--- src/rtl/ftfap_pkg.sv ---
// Package for the frame type filter and automatic pending block.
// Assumes a Wishbone word bus where register index n sits at byte address 4*n.
package ftfap_pkg;

	// Register indices; the byte address is four times the index.
	localparam logic [5:0] FTFAP_IDX_MAIN = 6'h00;
	localparam logic [5:0] FTFAP_IDX_TYPE = 6'h01;
	localparam logic [5:0] FTFAP_IDX_SRCM = 6'h02;
	localparam logic [5:0] FTFAP_IDX_SEN0 = 6'h04;
	localparam logic [5:0] FTFAP_IDX_SEN1 = 6'h05;
	localparam logic [5:0] FTFAP_IDX_SEN2 = 6'h06;
	localparam logic [5:0] FTFAP_IDX_PND0 = 6'h08;
	localparam logic [5:0] FTFAP_IDX_PND1 = 6'h09;
	localparam logic [5:0] FTFAP_IDX_PND2 = 6'h0a;
	localparam logic [5:0] FTFAP_IDX_STAT = 6'h0c;
	localparam logic [5:0] FTFAP_IDX_TBL = 6'h10;

	// Reset values.
	localparam logic [7:0] FTFAP_RST_MAIN = 8'h0d;
	localparam logic [7:0] FTFAP_RST_TYPE = 8'h78;
	localparam logic [7:0] FTFAP_RST_SRCM = 8'h07;

	// Field positions in the main filter configuration register.
	localparam int FTFAP_B_FILT_EN = 0;

	// Field positions in the frame type accept configuration register.
	localparam int FTFAP_B_RSV_ACC = 7;
	localparam int FTFAP_B_CMD_ACC = 6;
	localparam int FTFAP_B_ACK_ACC = 5;
	localparam int FTFAP_B_DAT_ACC = 4;
	localparam int FTFAP_B_BCN_ACC = 3;
	localparam int FTFAP_B_MOD_HI = 2;
	localparam int FTFAP_B_MOD_LO = 1;

	// Field positions in the source match control register.
	localparam int FTFAP_B_REQ_ONLY = 2;
	localparam int FTFAP_B_AUTO_PENDING_FLAG_ENABLE = 1;
	localparam int FTFAP_B_SRC_EN = 0;

	// Frame type codes and the data request command identifier.
	localparam logic [2:0] FTFAP_FT_BEACON = 3'h0;
	localparam logic [2:0] FTFAP_FT_DATA = 3'h1;
	localparam logic [2:0] FTFAP_FT_ACK = 3'h2;
	localparam logic [2:0] FTFAP_FT_CMD = 3'h3;
	localparam logic [7:0] FTFAP_CMD_DATA_REQ = 8'h04;

	// Type modify encodings.
	typedef enum logic [1:0] {
		FTFAP_MOD_KEEP = 2'h0,
		FTFAP_MOD_INV = 2'h1,
		FTFAP_MOD_CLR = 2'h2,
		FTFAP_MOD_SET = 2'h3
	} ftfap_mod_e;

	// Header fields of one received frame, offered by the receive datapath.
	typedef struct packed {
		logic [2:0] frame_type;
		logic [7:0] cmd_id;
		logic src_short;
		logic [15:0] src_addr;
	} ftfap_frame_s;

	// Decision returned for one frame.
	typedef struct packed {
		logic valid;
		logic accept;
		logic pending;
		logic hit;
		logic [4:0] hit_index;
		logic [2:0] stored_type;
	} ftfap_result_s;

endpackage

--- src/rtl/ftfap_top.sv ---
// Frame type filter and automatic pending flag decision with Wishbone registers.
// Assumes header fields arrive synchronous to clk_i with a one-cycle valid pulse.
//
// Behaviour
// RL1: Reserved types 100 to 111 pass only when the reserved accept bit is set.
// RL2: Command frames, type 011, pass only when the command accept bit is set.
// RL3: Acknowledgment frames, type 010, pass only when their accept bit is set.
// RL4: Data frames, type 001, pass only when the data accept bit is set.
// RL5: Beacon frames, type 000, pass only when the beacon accept bit is set.
// RL6: The modify field keeps, inverts, clears or sets the type MSB before filtering.
// RL7: Only the filter sees the modified type; stored frame keeps the original type.
// RL8: With request-only set, pending also needs a data request command frame.
// RL9: Pending needs filter, matching, auto_pending_flag_enable, request condition and a masked hit.
// RL10: The source match enable is ignored while frame filtering is off.
// RL11: A 24-bit enable word lets each short table entry take part in matching.
// RL12: Enable bits 7:0 and 15:8 live in the first and second enable registers.
// RL13: Software may clear an entry's enable bit before rewriting that entry.
// RL14: Software writes zero to reserved bits of type and match control registers.
// RL15: With filtering off, every frame is accepted and accept settings are ignored.
// RL16: Enable bits 23:16 live in a third enable register after the other two.
// RL17: The match result is formed in the cycle after the header fields arrive.
//
// Register access over Wishbone is this design's own decision.

`timescale 1ns/10ps
`default_nettype none

module ftfap_top
	import ftfap_pkg::*;
#(
	parameter int ENTRIES = 24
)
(
	input wire logic clk_i,
	input wire logic rst_i,
	input wire logic ce_i,
	input wire logic wb_cyc_i,
	input wire logic wb_stb_i,
	input wire logic wb_we_i,
	input wire logic [7:0] wb_adr_i,
	input wire logic [3:0] wb_sel_i,
	input wire logic [31:0] wb_dat_i,
	output logic [31:0] wb_dat_o,
	output logic wb_ack_o,
	input wire logic frame_valid_i,
	input wire ftfap_frame_s frame_i,
	output ftfap_result_s result_o
);

	// Applies the type modify field to the MSB only.
	function automatic logic [2:0] ftfap_modify(input logic [2:0] ft, input logic [1:0] mode);
		logic [2:0] res;
		res = ft;
		unique case (ftfap_mod_e'(mode))
			FTFAP_MOD_KEEP: res = ft;
			FTFAP_MOD_INV: res[2] = ~ft[2];
			FTFAP_MOD_CLR: res[2] = 1'b0;
			FTFAP_MOD_SET: res[2] = 1'b1;
		endcase
		return res; // see RL6
	endfunction

	// Looks up the accept bit for a frame type.
	function automatic logic ftfap_type_ok(input logic [2:0] ft, input logic [7:0] cfg);
		logic ok;
		ok = 1'b0;
		if (ft[2])
			ok = cfg[FTFAP_B_RSV_ACC]; // see RL1
		else if (ft == FTFAP_FT_CMD)
			ok = cfg[FTFAP_B_CMD_ACC]; // see RL2
		else if (ft == FTFAP_FT_ACK)
			ok = cfg[FTFAP_B_ACK_ACC]; // see RL3
		else if (ft == FTFAP_FT_DATA)
			ok = cfg[FTFAP_B_DAT_ACC]; // see RL4
		else
			ok = cfg[FTFAP_B_BCN_ACC]; // see RL5
		return ok;
	endfunction

	// Configuration state.
	logic [7:0] main_r;
	logic [7:0] main_nxt;
	logic [7:0] type_r;
	logic [7:0] type_nxt;
	logic [7:0] srcm_r;
	logic [7:0] srcm_nxt;
	logic [ENTRIES-1:0] sen_r;
	logic [ENTRIES-1:0] sen_nxt;
	logic [ENTRIES-1:0] pnd_r;
	logic [ENTRIES-1:0] pnd_nxt;
	logic [15:0] tbl_r [ENTRIES];
	logic [15:0] tbl_nxt [ENTRIES];

	// Bus state.
	logic ack_r;
	logic ack_nxt;
	logic [31:0] rdat_r;
	logic [31:0] rdat_nxt;

	// Decision state.
	ftfap_result_s res_r;
	ftfap_result_s res_nxt;

	// Decode helpers.
	logic [5:0] idx;
	logic wr_en;
	logic [7:0] wbyte;
	logic [7:0] rbyte;
	logic [ENTRIES-1:0] hit_vec;
	logic [ENTRIES-1:0] pend_vec;
	logic [4:0] first_hit;

	assign idx = wb_adr_i[7:2];
	assign wbyte = wb_dat_i[7:0];
	// A write lands once, in the cycle the answer is formed, and only on lane 0.
	assign wr_en = wb_cyc_i & wb_stb_i & wb_we_i & ~ack_r & wb_sel_i[0];

	// Per-entry comparators, all working in parallel so the hit is ready in one cycle.
	genvar gi;
	generate
		for (gi = 0; gi < ENTRIES; gi++)
		begin : g_cmp
			assign hit_vec[gi] = sen_r[gi] & frame_i.src_short
				& (tbl_r[gi] == frame_i.src_addr); // see RL11, RL17
			assign pend_vec[gi] = hit_vec[gi] & pnd_r[gi]; // see RL9
		end
	endgenerate

	// Lowest matching entry number, reported for software visibility.
	always_comb
	begin
		first_hit = 5'h00;
		for (int i = ENTRIES - 1; i >= 0; i--)
		begin
			if (hit_vec[i])
				first_hit = 5'(i);
		end
	end

	// Register writes; reserved bits are stored as written since software keeps them zero.
	always_comb
	begin
		main_nxt = main_r;
		type_nxt = type_r;
		srcm_nxt = srcm_r;
		sen_nxt = sen_r;
		pnd_nxt = pnd_r;
		tbl_nxt = tbl_r;
		if (wr_en)
		begin
			unique case (idx)
				FTFAP_IDX_MAIN: main_nxt = wbyte;
				FTFAP_IDX_TYPE: type_nxt = wbyte; // see RL14
				FTFAP_IDX_SRCM: srcm_nxt = wbyte; // see RL14
				FTFAP_IDX_SEN0: sen_nxt[7:0] = wbyte; // see RL12
				FTFAP_IDX_SEN1: sen_nxt[15:8] = wbyte; // see RL12
				FTFAP_IDX_SEN2: sen_nxt[23:16] = wbyte; // see RL16
				FTFAP_IDX_PND0: pnd_nxt[7:0] = wbyte;
				FTFAP_IDX_PND1: pnd_nxt[15:8] = wbyte;
				FTFAP_IDX_PND2: pnd_nxt[23:16] = wbyte;
				default:
				begin
					// Table bytes: entry n low byte at base+2n, high byte at base+2n+1.
					for (int i = 0; i < ENTRIES; i++)
					begin
						if (idx == FTFAP_IDX_TBL + 6'(2 * i))
							tbl_nxt[i][7:0] = wbyte;
						if (idx == FTFAP_IDX_TBL + 6'(2 * i + 1))
							tbl_nxt[i][15:8] = wbyte;
					end
				end
			endcase
		end
	end

	// Configuration registers.
	always_ff @(posedge clk_i)
	begin
		if (rst_i)
		begin
			main_r <= FTFAP_RST_MAIN;
			type_r <= FTFAP_RST_TYPE;
			srcm_r <= FTFAP_RST_SRCM;
			sen_r <= '0;
			pnd_r <= '0;
			for (int i = 0; i < ENTRIES; i++)
				tbl_r[i] <= 16'h0000;
		end
		else if (ce_i)
		begin
			main_r <= main_nxt;
			type_r <= type_nxt;
			srcm_r <= srcm_nxt;
			sen_r <= sen_nxt;
			pnd_r <= pnd_nxt;
			tbl_r <= tbl_nxt;
		end
	end

	// Read mux; unmapped indices read as zero and still answer.
	always_comb
	begin
		rbyte = 8'h00;
		unique case (idx)
			FTFAP_IDX_MAIN: rbyte = main_r;
			FTFAP_IDX_TYPE: rbyte = type_r;
			FTFAP_IDX_SRCM: rbyte = srcm_r;
			FTFAP_IDX_SEN0: rbyte = sen_r[7:0];
			FTFAP_IDX_SEN1: rbyte = sen_r[15:8];
			FTFAP_IDX_SEN2: rbyte = sen_r[23:16];
			FTFAP_IDX_PND0: rbyte = pnd_r[7:0];
			FTFAP_IDX_PND1: rbyte = pnd_r[15:8];
			FTFAP_IDX_PND2: rbyte = pnd_r[23:16];
			FTFAP_IDX_STAT: rbyte = {res_r.accept, res_r.pending, res_r.hit, res_r.hit_index};
			default:
			begin
				for (int i = 0; i < ENTRIES; i++)
				begin
					if (idx == FTFAP_IDX_TBL + 6'(2 * i))
						rbyte = tbl_r[i][7:0];
					if (idx == FTFAP_IDX_TBL + 6'(2 * i + 1))
						rbyte = tbl_r[i][15:8];
				end
			end
		endcase
	end

	// Answer one cycle after the request; ack drops in the following cycle.
	always_comb
	begin
		ack_nxt = wb_cyc_i & wb_stb_i & ~ack_r;
		rdat_nxt = rdat_r;
		if (ack_nxt)
			rdat_nxt = {24'h000000, rbyte};
	end

	// Bus answer registers.
	always_ff @(posedge clk_i)
	begin
		if (rst_i)
		begin
			ack_r <= 1'b0;
			rdat_r <= 32'h00000000;
		end
		else if (ce_i)
		begin
			ack_r <= ack_nxt;
			rdat_r <= rdat_nxt;
		end
	end

	// Frame decision. The filter looks at a modified copy of the type; the type handed
	// on for storage is the received one, so software never sees the rewrite.
	always_comb
	begin
		logic filt_on;
		logic [2:0] ft_mod;
		logic req_ok;
		filt_on = main_r[FTFAP_B_FILT_EN];
		ft_mod = ftfap_modify(frame_i.frame_type, type_r[FTFAP_B_MOD_HI:FTFAP_B_MOD_LO]);
		// The command check uses the received type, not the filter's modified copy.
		req_ok = ~srcm_r[FTFAP_B_REQ_ONLY]
			| ((frame_i.frame_type == FTFAP_FT_CMD)
			& (frame_i.cmd_id == FTFAP_CMD_DATA_REQ)); // see RL8
		res_nxt = res_r;
		res_nxt.valid = 1'b0;
		if (frame_valid_i)
		begin
			res_nxt.valid = 1'b1;
			res_nxt.accept = ~filt_on | ftfap_type_ok(ft_mod, type_r); // see RL15
			// Filter off forces hit and pending low, whatever the enable holds; hit_index still follows the comparators.
			res_nxt.hit = filt_on & srcm_r[FTFAP_B_SRC_EN] & (|hit_vec); // see RL10
			res_nxt.hit_index = first_hit;
			res_nxt.pending = filt_on & srcm_r[FTFAP_B_SRC_EN]
				& srcm_r[FTFAP_B_AUTO_PENDING_FLAG_ENABLE] & req_ok & (|pend_vec); // see RL9
			res_nxt.stored_type = frame_i.frame_type; // see RL7
		end
	end

	// Decision register; the last result stays readable in the status register.
	always_ff @(posedge clk_i)
	begin
		if (rst_i)
			res_r <= '0;
		else if (ce_i)
			res_r <= res_nxt;
	end

	assign wb_ack_o = ack_r;
	assign wb_dat_o = rdat_r;
	assign result_o = res_r;

endmodule

`default_nettype wire

--- config.mk ---
export PLATFORM = sky130hd
export DESIGN_NAME = ftfap_top
export DESIGN_NICKNAME = d
export VERILOG_FILES = /design/src/rtl/ftfap_pkg.sv /design/src/rtl/ftfap_top.sv
export SDC_FILE = /design/constraint.sdc
export NUM_CORES = 1
export LEC_CHECK = 0
export ABC_AREA = 1
export BUFFER_PORTS_ARGS = -buffer_cell sky130_fd_sc_hd__buf_4
export CORE_UTILIZATION = 30
export DETAILED_ROUTE_END_ITERATION = 10
export SYNTH_ARGS = -nofsm -noshare
export SYNTH_HDL_FRONTEND = slang
export SYNTH_SLANG_ARGS = --single-unit
export TNS_END_PERCENT = 50
--- constraint.sdc ---
create_clock -name clk_i -period 3.25 [get_ports clk_i]
set_clock_uncertainty 0.1 [all_clocks]
set_input_delay 0.65 -clock clk_i [delete_from_list [all_inputs] [get_ports clk_i]]
set_output_delay 0.65 -clock clk_i [all_outputs]
set_load 0.005 [all_outputs]
# Word level (Yosys, flattened, before mapping)
# Index checks and enable logic that the tools add are counted.
[word_totals] reg_bits=477 n_memories=0 word_cells=388 latchBits=0 rom_bits=0 input_bits=79 ramBits=0 output_inout_bits=45
[classes] bitwise_logic=90 shifts=0 muxes=80 reduce_logical=64 div_mod_pow=0 eq_ne=89 mul=0 addsub=0 n_lt_le_gt_ge=0
[ops] cell="$eq A16 B16 Y1" n=24
[ops] cell="$mux W8" n=48
[ops] cell="$eq A6 B6 Y1 const B" n=32
[ops] cell="$reduce_and A4 Y1" n=48
[ops] cell="$mux W5" n=24
[ops] cell="$eq A6 B5 Y1 const B" n=16
[ops] cell="$and A1 B1 Y1" n=83
[ops] cell="$pmux W8 S10" n=1
[ops] cell="$reduce_or A24 Y1" n=2
[ops] cell="$reduce_and A3 Y1" n=9
[ops] cell="$eq A6 B4 Y1 const B" n=4
[ops] cell="$eq A6 B3 Y1 const B" n=3
[ops] cell="$mux W12" n=1
[ops] cell="$eq A3 B2 Y1 const B" n=3
[ops] cell="$reduce_or A9 Y1" n=1
[ops] cell="$eq A8 B3 Y1 const B" n=1
[ops] cell="$eq A6 B1 Y1 const B" n=1
[ops] cell="$eq A6 B2 Y1 const B" n=1
[ops] cell="$logic_not A6 Y1" n=1
[ops] cell="$mux W1" n=5
[ops] cell="$not A1 Y1" n=5
[ops] cell="$eq A2 B2 Y1 const B" n=2
[ops] cell="$pmux W1 S4" n=1
[ops] cell="$reduce_and A2 Y1" n=2
[ops] cell="other kinds (4)" n=5

# Depth between registers and ports, before layout
# Gate-level depths: netlist of run 1.
[logic_depth] ltp_word=50 mapped_depth=35 ltp_nobuf=35

# Worst setup path before layout of run 1
# OpenSTA, ideal clock, no wires.
[synth_path] path_kind="input -> register" start="in frame_i[5] (netlist bit)" end="reg res_r (netlist bit result_o[3])" path_buffers=1 setup_ps=132 t_required_ps=3018 slack_ps=94 arrival_time_ps=2923 stages=30 cell_sequence="buf_6 clkinv_1 o21ai_1 or4_1 a221oi_2 nand4_1 nand2b_1 nand2_1 nand2_1 nand2_1 nand2_1 nand2_1 nand2_1 nand2_1 nand2_1 nand2_1 nand2_1 nand2_1 nand2_1 nand2_1 nand2_1 nand2_1 nand2_1 nand2_1 nand2_1 nand2_1 nand2_1 nand2_1 nand3_1 a21oi_1"
[synth_via] elab_chain_len=26 word_cells_on_any_way=72 cone_classes="24 x eq/ne; 24 x mux; 24 x bitwise"
[synth_rtl] item="start: declaration" line_no="ftfap_top.sv:46" rtl="input wire ftfap_frame_s frame_i,"
[synth_rtl] item="$eq A16 B16 Y1" line_no="ftfap_top.sv:124" rtl="& (tbl_r[gi] == frame_i.src_addr);"
[synth_rtl] item="$and A1 B1 Y1" line_no="ftfap_top.sv:124"
[synth_rtl] item="$mux W5 (23 in series)" line_no="ftfap_top.sv:135" rtl="if (hit_vec[i])"
[synth_rtl] item="$mux W5 (*)" line_no="ftfap_top.sv:135"
[synth_rtl] item="end signal: assignment" line_no="ftfap_top.sv:286" rtl="res_r <= res_nxt;"
[synth_rtl] item="end: declaration" line_no="ftfap_top.sv:101" rtl="ftfap_result_s res_r;"
# Every way passes the cells marked *; elsewhere a longest branch is shown, timed or not.
# A chain may end at the register's enable or synchronous reset.

# Final worst setup path of run 1
[layout_path] start="in wb_adr_i[6]" end="reg rdat_r[0], in the netlist wb_dat_o[0]"
[layout_via] elab_chain_len=50 word_cells_on_any_way=107 cone_classes="57 x eq/ne; 49 x mux; 1 x reduce/logical"
[layout_rtl] item="start: declaration" line_no="ftfap_top.sv:40" rtl="input wire logic [7:0] wb_adr_i,"
[layout_rtl] item="$eq A6 B5 Y1" line_no="ftfap_top.sv:219" rtl="if (idx == FTFAP_IDX_TBL + 6'(2 * i))"
[layout_rtl] item="$mux W8" line_no="ftfap_top.sv:219"
[layout_rtl] item="$mux W8" line_no="ftfap_top.sv:221" rtl="if (idx == FTFAP_IDX_TBL + 6'(2 * i + 1))"
[layout_rtl] item="$mux W8" line_no="ftfap_top.sv:219"
[layout_rtl] item="$mux W8" line_no="ftfap_top.sv:221"
[layout_rtl] item="$mux W8" line_no="ftfap_top.sv:219"
[layout_rtl] item="$mux W8" line_no="ftfap_top.sv:221"
[layout_rtl] item="$mux W8" line_no="ftfap_top.sv:219"
[layout_rtl] item="[34 not listed]"
[layout_rtl] item="$mux W8" line_no="ftfap_top.sv:221"
[layout_rtl] item="$mux W8" line_no="ftfap_top.sv:219"
[layout_rtl] item="$mux W8" line_no="ftfap_top.sv:221"
[layout_rtl] item="$mux W8" line_no="ftfap_top.sv:219"
[layout_rtl] item="$mux W8" line_no="ftfap_top.sv:221"
[layout_rtl] item="$mux W8" line_no="ftfap_top.sv:219"
[layout_rtl] item="$mux W8" line_no="ftfap_top.sv:221"
[layout_rtl] item="$pmux W8 S10 (*)" line_no="ftfap_top.sv:204" rtl="unique case (idx)"
[layout_rtl] item="end signal: assignment" line_no="ftfap_top.sv:248" rtl="rdat_r <= rdat_nxt;"
[layout_rtl] item="end: declaration" line_no="ftfap_top.sv:97" rtl="logic [31:0] rdat_r;"
# Marks and branches as above.

==> impl_metrics.toml, run 1 <==
[logic_synthesis]
yosys_top_cell_area_share_pct = 37.74
yosysWarningCount = 0
post_synth_and_or_nand_nor_area_fraction_pct = 18.23
synth_cells = 3687
synthArstFlopShare_pct = 0
synth_enable_flop_cells = 0
synth_seq_cells = 477
synthesis.area_per_instance_sq_um = 6.863
synth-compound-area-share_pct = 30.01
synth_top_family_by_area = "compound AO/OA/AOI/OAI gates"
synth.area.top_cells = "dfxtp_1 38%, a21oi_1 9.5%, o21ai_0 8.9%"
area_of_the_mapped_netlist_sq_um = 25310
synth_mux_area_share_pct = 0
ys_types = 55
synth_ff_type = "dfxtp_1"
xor_and_xnor_fraction_of_the_mapped_netlist_area_pct = 2.665
post_synth_fa_ha_maj_area_fraction_pct = 0
synth_sequential_area_ratio_pct = 37.74
synthDominantAreaCellType = "dfxtp_1"

[layout]
register_area_sq_um = 9549
finish.utilization_pct = 37.51
layout-drive-gt1-share_pct = 16.13
final_cell_mix = "521 x nand2_1, 477 x dfxtp_1, 475 x a21oi_1"
multiInputGateArea_sq_um = 13120
final_common_cell = "nand2_1"
relative_area_change_from_synthesis_to_final_layout_pct = 23.87
finalNetCount = 4037
filler_cell_count = 8864
postLayoutCellArea_sq_um = 31350

[floorplanning]
chipHeight_microns = 292.4
dieArea_sq_um = 85520
rows = 106
die-width_microns = 292.4
placeableCoreArea_sq_um = 83560
pin_count = 124
start_util_pct = 30.29

[grt]
overflow = 0
grt_pass1_vias = 26543
grt_antenna_before_repair = 3
globalRouteMet1Util_pct = 37.34
pin_count_of_the_biggest_net_entering_global_routing = 111
grt_first_pass_wirelength_mm = 179.9
busiest_layer = "met2"
global_route.usage.met3_pct = 6.343
use_met2_pct = 42.54
groute.usage.overall_pct = 28.19

[status]
failed_checks = "negative setup slack"
run_status = "finished, violations left"

[setup_path]
worst-path-stages = 32
criticalPathCategory = "primary input to flip-flop"
crit_top_cell = "nand4_1"
cp.buffers_inverters = 4
worstRegToRegCells = 30
critical_path.startpoint = "wb_adr_i[6]"
crit_slowest_cell = "nor2_1"
timing.critical_path.fanout_max = 5
delay_contributed_by_the_slowest_stage_of_the_critical_path_ps = 180
setup.reg_to_reg.worst_slack_ps = -140
timing.rr.end = "wb_dat_o[2]$_SDFFE_PP0P_"
critical_path_end = "wb_dat_o[0]$_SDFFE_PP0P_"
rr_startpoint = "tbl_r[370]$_SDFFE_PP0P_"
worst_path_dominant_cell_family = "simple AND/OR/NAND/NOR gates"
crit_path_start_kind = "primary input"
cp-end-kind = "flip-flop"
critPathArrivalTime_ps = 3910
critical_path_required_ps = 3670

[sta]
post-route-min-period_ps = 3497
tightestPinTransition_ps = 1054
max_fclk_mhz = 285.9
hold_viol = 0
total_setup_violations_reported_at_the_end_of_the_flow = 8
rsz0062_at_grt = "yes"
setup_ws_ps = -247.5
worst_slew_margin_rel_pct = 29.48
timing.final.max_slew_violations = 0
ratio_of_final_minimum_period_to_clock_period_pct = 107.6
tns_ps = -1234

[place]
buffer_ports.inserted = 70
hpwl_mm = 88.26
gp_congestion = 1.031
placement.cell_area_sq_um = 29200

[cts]
cts_buffers = 52
clock-root-buffer = "clkbuf_16"
clkSinkCount = 477
cts.reportedPaths.clkPinSlew_ps = 60
clock_buffer_depth = 3
clk-insertion-delay-late_ps = 620
cts_tree = "done"
cts_hold_repair.buffers = 0
htree_depth = 2

[drt]
drt_drc_violations_left = 0
avgRoutedWirePerCell_microns = 24.63
wl_mm = 125.1
via_per_inst = 5.697
first_iter_violations = 3686
ant_nets = 0
drt_pass1_iterations = 6
detailroute.via_count = 28935

[pwr]
total_power_mw = 13.63
maximum_vdd_ir_drop_mv = 0.3055
static-leakage-power_nw = 11.73
p_per_area_nw_per_um2 = 434.8

[min_path]
hp-class = "primary input to flip-flop"
min-delay-start = "ce_i"

[run]
maxCapViolations = 0
[registers in the layout, summed over array words and instances (netlist names), 8 cells and up]
name      flops
srcm_r        8
wb_dat_o      8
type_r        8
sen_r        24
main_r        8
pnd_r        24
result_o     12
tbl_r       384
[what timing repair did]
action,CTS,global route
setup buffers,7,7
setup endpoints to repair,8,9
pin swaps,18,11
gates resized for setup,29,41
gates cloned,1,0
hold endpoints to repair,0,0
[routing by layer]
metal,part of all wire (%),wire length [microns]
met1,40,50520
met2,42,52800
met3,11,14180
met4,6.1,7571
met5,0.016,20
[stage by stage]
| step | setup slack [ps] | std cells | hold slack, ps |
|---|---|---|---|
| final | -247.5 | 5079 | 216.8 |
| after global routing | -449.2 | 5078 | 239.7 |
| after floorplan | 94.45 | 3710 | 347.0 |
| after global placement | -831.1 | 4969 | 355.4 |
| after CTS | -192.1 | 5071 | 191.0 |
| after detailed placement | -865.9 | 4969 | 370.1 |
[worst register-to-register path, delay by kind of cell (launching register included)]
kind / cells / cell delay, ps
compound gates: 1 / 60
simple gates: 28 / 2730
buf+inv: 1 / 30
flops: 1 / 370
[worst min-delay path by stage]
stage | to | slack [ps] | depth (start not counted)
finish | wb_ack_o$_SDFFE_PP0P_ | 220 | 4
global route | result_o[0]$_SDFFE_PP0P_ | 240 | 3
CTS | result_o[11]$_SDFFE_PP0P_ | 190 | 4
detailed placement | tbl_r[286]$_SDFFE_PP0P_ | 370 | 2
global placement | result_o[11]$_SDFFE_PP0P_ | 360 | 2
floorplan | main_r[2]$_SDFFE_PP1P_ | 350 | 2
[logic make-up (layout without fill, tap and decap cells)]
kind of cell    Yosys count  in the layout
compound gates         1343           1343
simple gates           1064           1065
buf+inv                 725           1012
flops                   477            477
xor+xnor                 77             77
other cells               1             25
[cell usage after synthesis (all sizes together), types with 3 or more instances]
master and instances:
buf 61, a21oi 478, a22o 3, a22oi 10
nor2 289, nor4 50, o211ai 12, o2111ai 14
o21ai 461, a2111oi 10, clkbuf 206, dfxtp 477
a211oi 97, or4 6, xor2 51, clkinv 9
a221oi 33, or2 10, nor3 8, xnor2 26
inv 449, nand4 101, nand2 537, nand3 59
o22ai 211
[where the power goes]
group	leakage (nW)	switching, mW	internal, mW
logic	7.01	0.985	0.416
registers	3.84	0.0136	5.86
clock network	0.877	2.63	3.72
[final cells by class]
type | count | area share, %
repair buffers | 460 | 12.00
well taps | 1080 | 4.311
multi-input cells | 2509 | 41.86
clock inverters | 19 | 0.7904
flip-flops and latches | 477 | 30.46
diodes | 1 | 0.007983
clock buffers | 75 | 4.974
inverters | 458 | 5.596
No activity file was read; power rests on OpenSTA's default activity.
==> run 2: changes to the inputs <==
- REMOVE_ABC_BUFFERS: not set -> 1
==> impl_metrics.toml, run 2 (same netlist as run 1, synthesis figures left out) <==
[grt]
grt_pass1_vias = 26579
grt_first_pass_wirelength_mm = 189.6
overflow = 0
groute.usage.overall_pct = 30.14
grt_antenna_before_repair = 2
pin_count_of_the_biggest_net_entering_global_routing = 109

[sta]
rsz0062_at_grt = "yes"
hold_viol = 0
setup_ws_ps = -579.0
tightestPinTransition_ps = 983.2
tns_ps = -2134
max_fclk_mhz = 261.2
timing.final.max_slew_violations = 0
total_setup_violations_reported_at_the_end_of_the_flow = 8
fin_hold_ws_ps = 188.8
ratio_of_final_minimum_period_to_clock_period_pct = 117.8
worst_slew_margin_rel_pct = 34.21
post-route-min-period_ps = 3829

[drt]
via_per_inst = 5.697
first_iter_violations = 4123
avgRoutedWirePerCell_microns = 25.94
wl_mm = 133.1
ant_nets = 0
detailroute.via_count = 29232
drt_drc_violations_left = 0
drt_pass1_iterations = 9

[floorplanning]
chipHeight_microns = 292.4
die-width_microns = 292.4
pin_count = 124
dieArea_sq_um = 85520
placeableCoreArea_sq_um = 83560
start_util_pct = 30.29
rows = 106

[cts]
clkSinkCount = 477
clock_buffer_depth = 3
cts_tree = "done"
clock-root-buffer = "clkbuf_16"
cts_hold_repair.buffers = 0
cts_buffers = 53
cts.reportedPaths.clkPinSlew_ps = 60
htree_depth = 2
clk-insertion-delay-late_ps = 640

[setup_path]
delay_contributed_by_the_slowest_stage_of_the_critical_path_ps = 210
cp-end-kind = "flip-flop"
critPathArrivalTime_ps = 4270
crit_slowest_cell = "nand3b_1"
cp.buffers_inverters = 5
critical_path_required_ps = 3690
crit_path_start_kind = "primary input"
worst_path_dominant_cell_family = "simple AND/OR/NAND/NOR gates"
criticalPathCategory = "primary input to flip-flop"
timing.critical_path.fanout_max = 9

[layout]
final_cell_mix = "511 x nand2_1, 476 x dfxtp_1, 475 x a21oi_1"
registers.top_by_ff_count = "tbl_r"
largest_register_ff_count = 384
final_common_cell = "nand2_1"
filler_cell_count = 8819
relative_area_change_from_synthesis_to_final_layout_pct = 26.32
reg.largest.list = "tbl_r (384), pnd_r (24), sen_r (24)"
register_area_sq_um = 9550
postLayoutCellArea_sq_um = 31970
layout-drive-gt1-share_pct = 17.85
final_cell_count_no_fill = 5131
multiInputGateArea_sq_um = 13220
finalNetCount = 4084

[place]
placement.cell_area_sq_um = 29610
numPlacedInstances = 5006
hpwl_mm = 96.46
buffer_ports.inserted = 70
gp_congestion = 1.056

[min_path]
hp-class = "primary input to flip-flop"

[pwr]
maximum_vdd_ir_drop_mv = 0.3901
static-leakage-power_nw = 12.11
total_power_mw = 13.91
p_per_area_nw_per_um2 = 435.1

[run]
maxCapViolations = 0

[status]
failed_checks = "negative setup slack"
run_status = "finished, violations left"
run 2: cell types whose count changed in the layout (fill, tap and decap cells not counted), sizes merged:
cell / change
buf: +47
clkbuf: -10
clkinv: +10
inv: +3
bufinv: +2
clkinvlp: +1
nor2: -1
run 2: where the power goes:
group | internal (mW) | switching, mW
logic | 0.460 | 1.04
registers | 5.86 | 0.0132
clock network | 3.74 | 2.80
run 2: layer usage:
metal / track usage, % / wire length [microns] / vias up
li1: - / - / 13323
met1: 39.67 / 54030 / 13715
met2: 45.30 / 56280 / 1794
met3: 7.019 / 14590 / 396
met4: 16.51 / 8166 / 4
met5: 0 / 22 / -
run 2: through the flow:
step	utilization, %	setup slack (ps)
after global placement	35.44	-1146
after floorplan	-	-2221
after detailed placement	35.44	-1102
after global routing	38.25	-686.0
final	38.26	-579.0
after CTS	37.91	-329.5
run 2: worst paths after layout:
kind,depth (start not counted),slack (ps),to,startpoint
min,4,190,result_o[11]$_SDFFE_PP0P_,ce_i
min reg2reg,2,380,result_o[11]$_SDFFE_PP0P_,result_o[11]$_SDFFE_PP0P_
max,31,-580,wb_dat_o[2]$_SDFFE_PP0P_,wb_adr_i[5]
max reg2reg,30,-560,wb_dat_o[2]$_SDFFE_PP0P_,tbl_r[370]$_SDFFE_PP0P_
run 2: cell type report:
| cell class | count | area share [%] |
|---|---|---|
| Clock buffer | 65 | 4.509 |
| Inverter | 458 | 5.499 |
| Antenna cell | 1 | 0.007828 |
| Timing Repair Buffer | 507 | 13.24 |
| Tap cell | 1080 | 4.227 |
| Sequential cell | 477 | 29.88 |
| Multi-Input combinational cell | 2508 | 41.34 |
| Clock inverter | 35 | 1.300 |
run 2: what timing repair did:
item	4_1_cts	5_1_grt
buffers inserted	10	14
setup endpoints to repair	8	9
resized for setup	41	54
cloned	0	0
pin swaps	19	60
run 2: tightest hold or removal path: stages:
cell	delay (ps)
buf_4	90
inv_1	50
nand2_1	50
a21oi_1	50
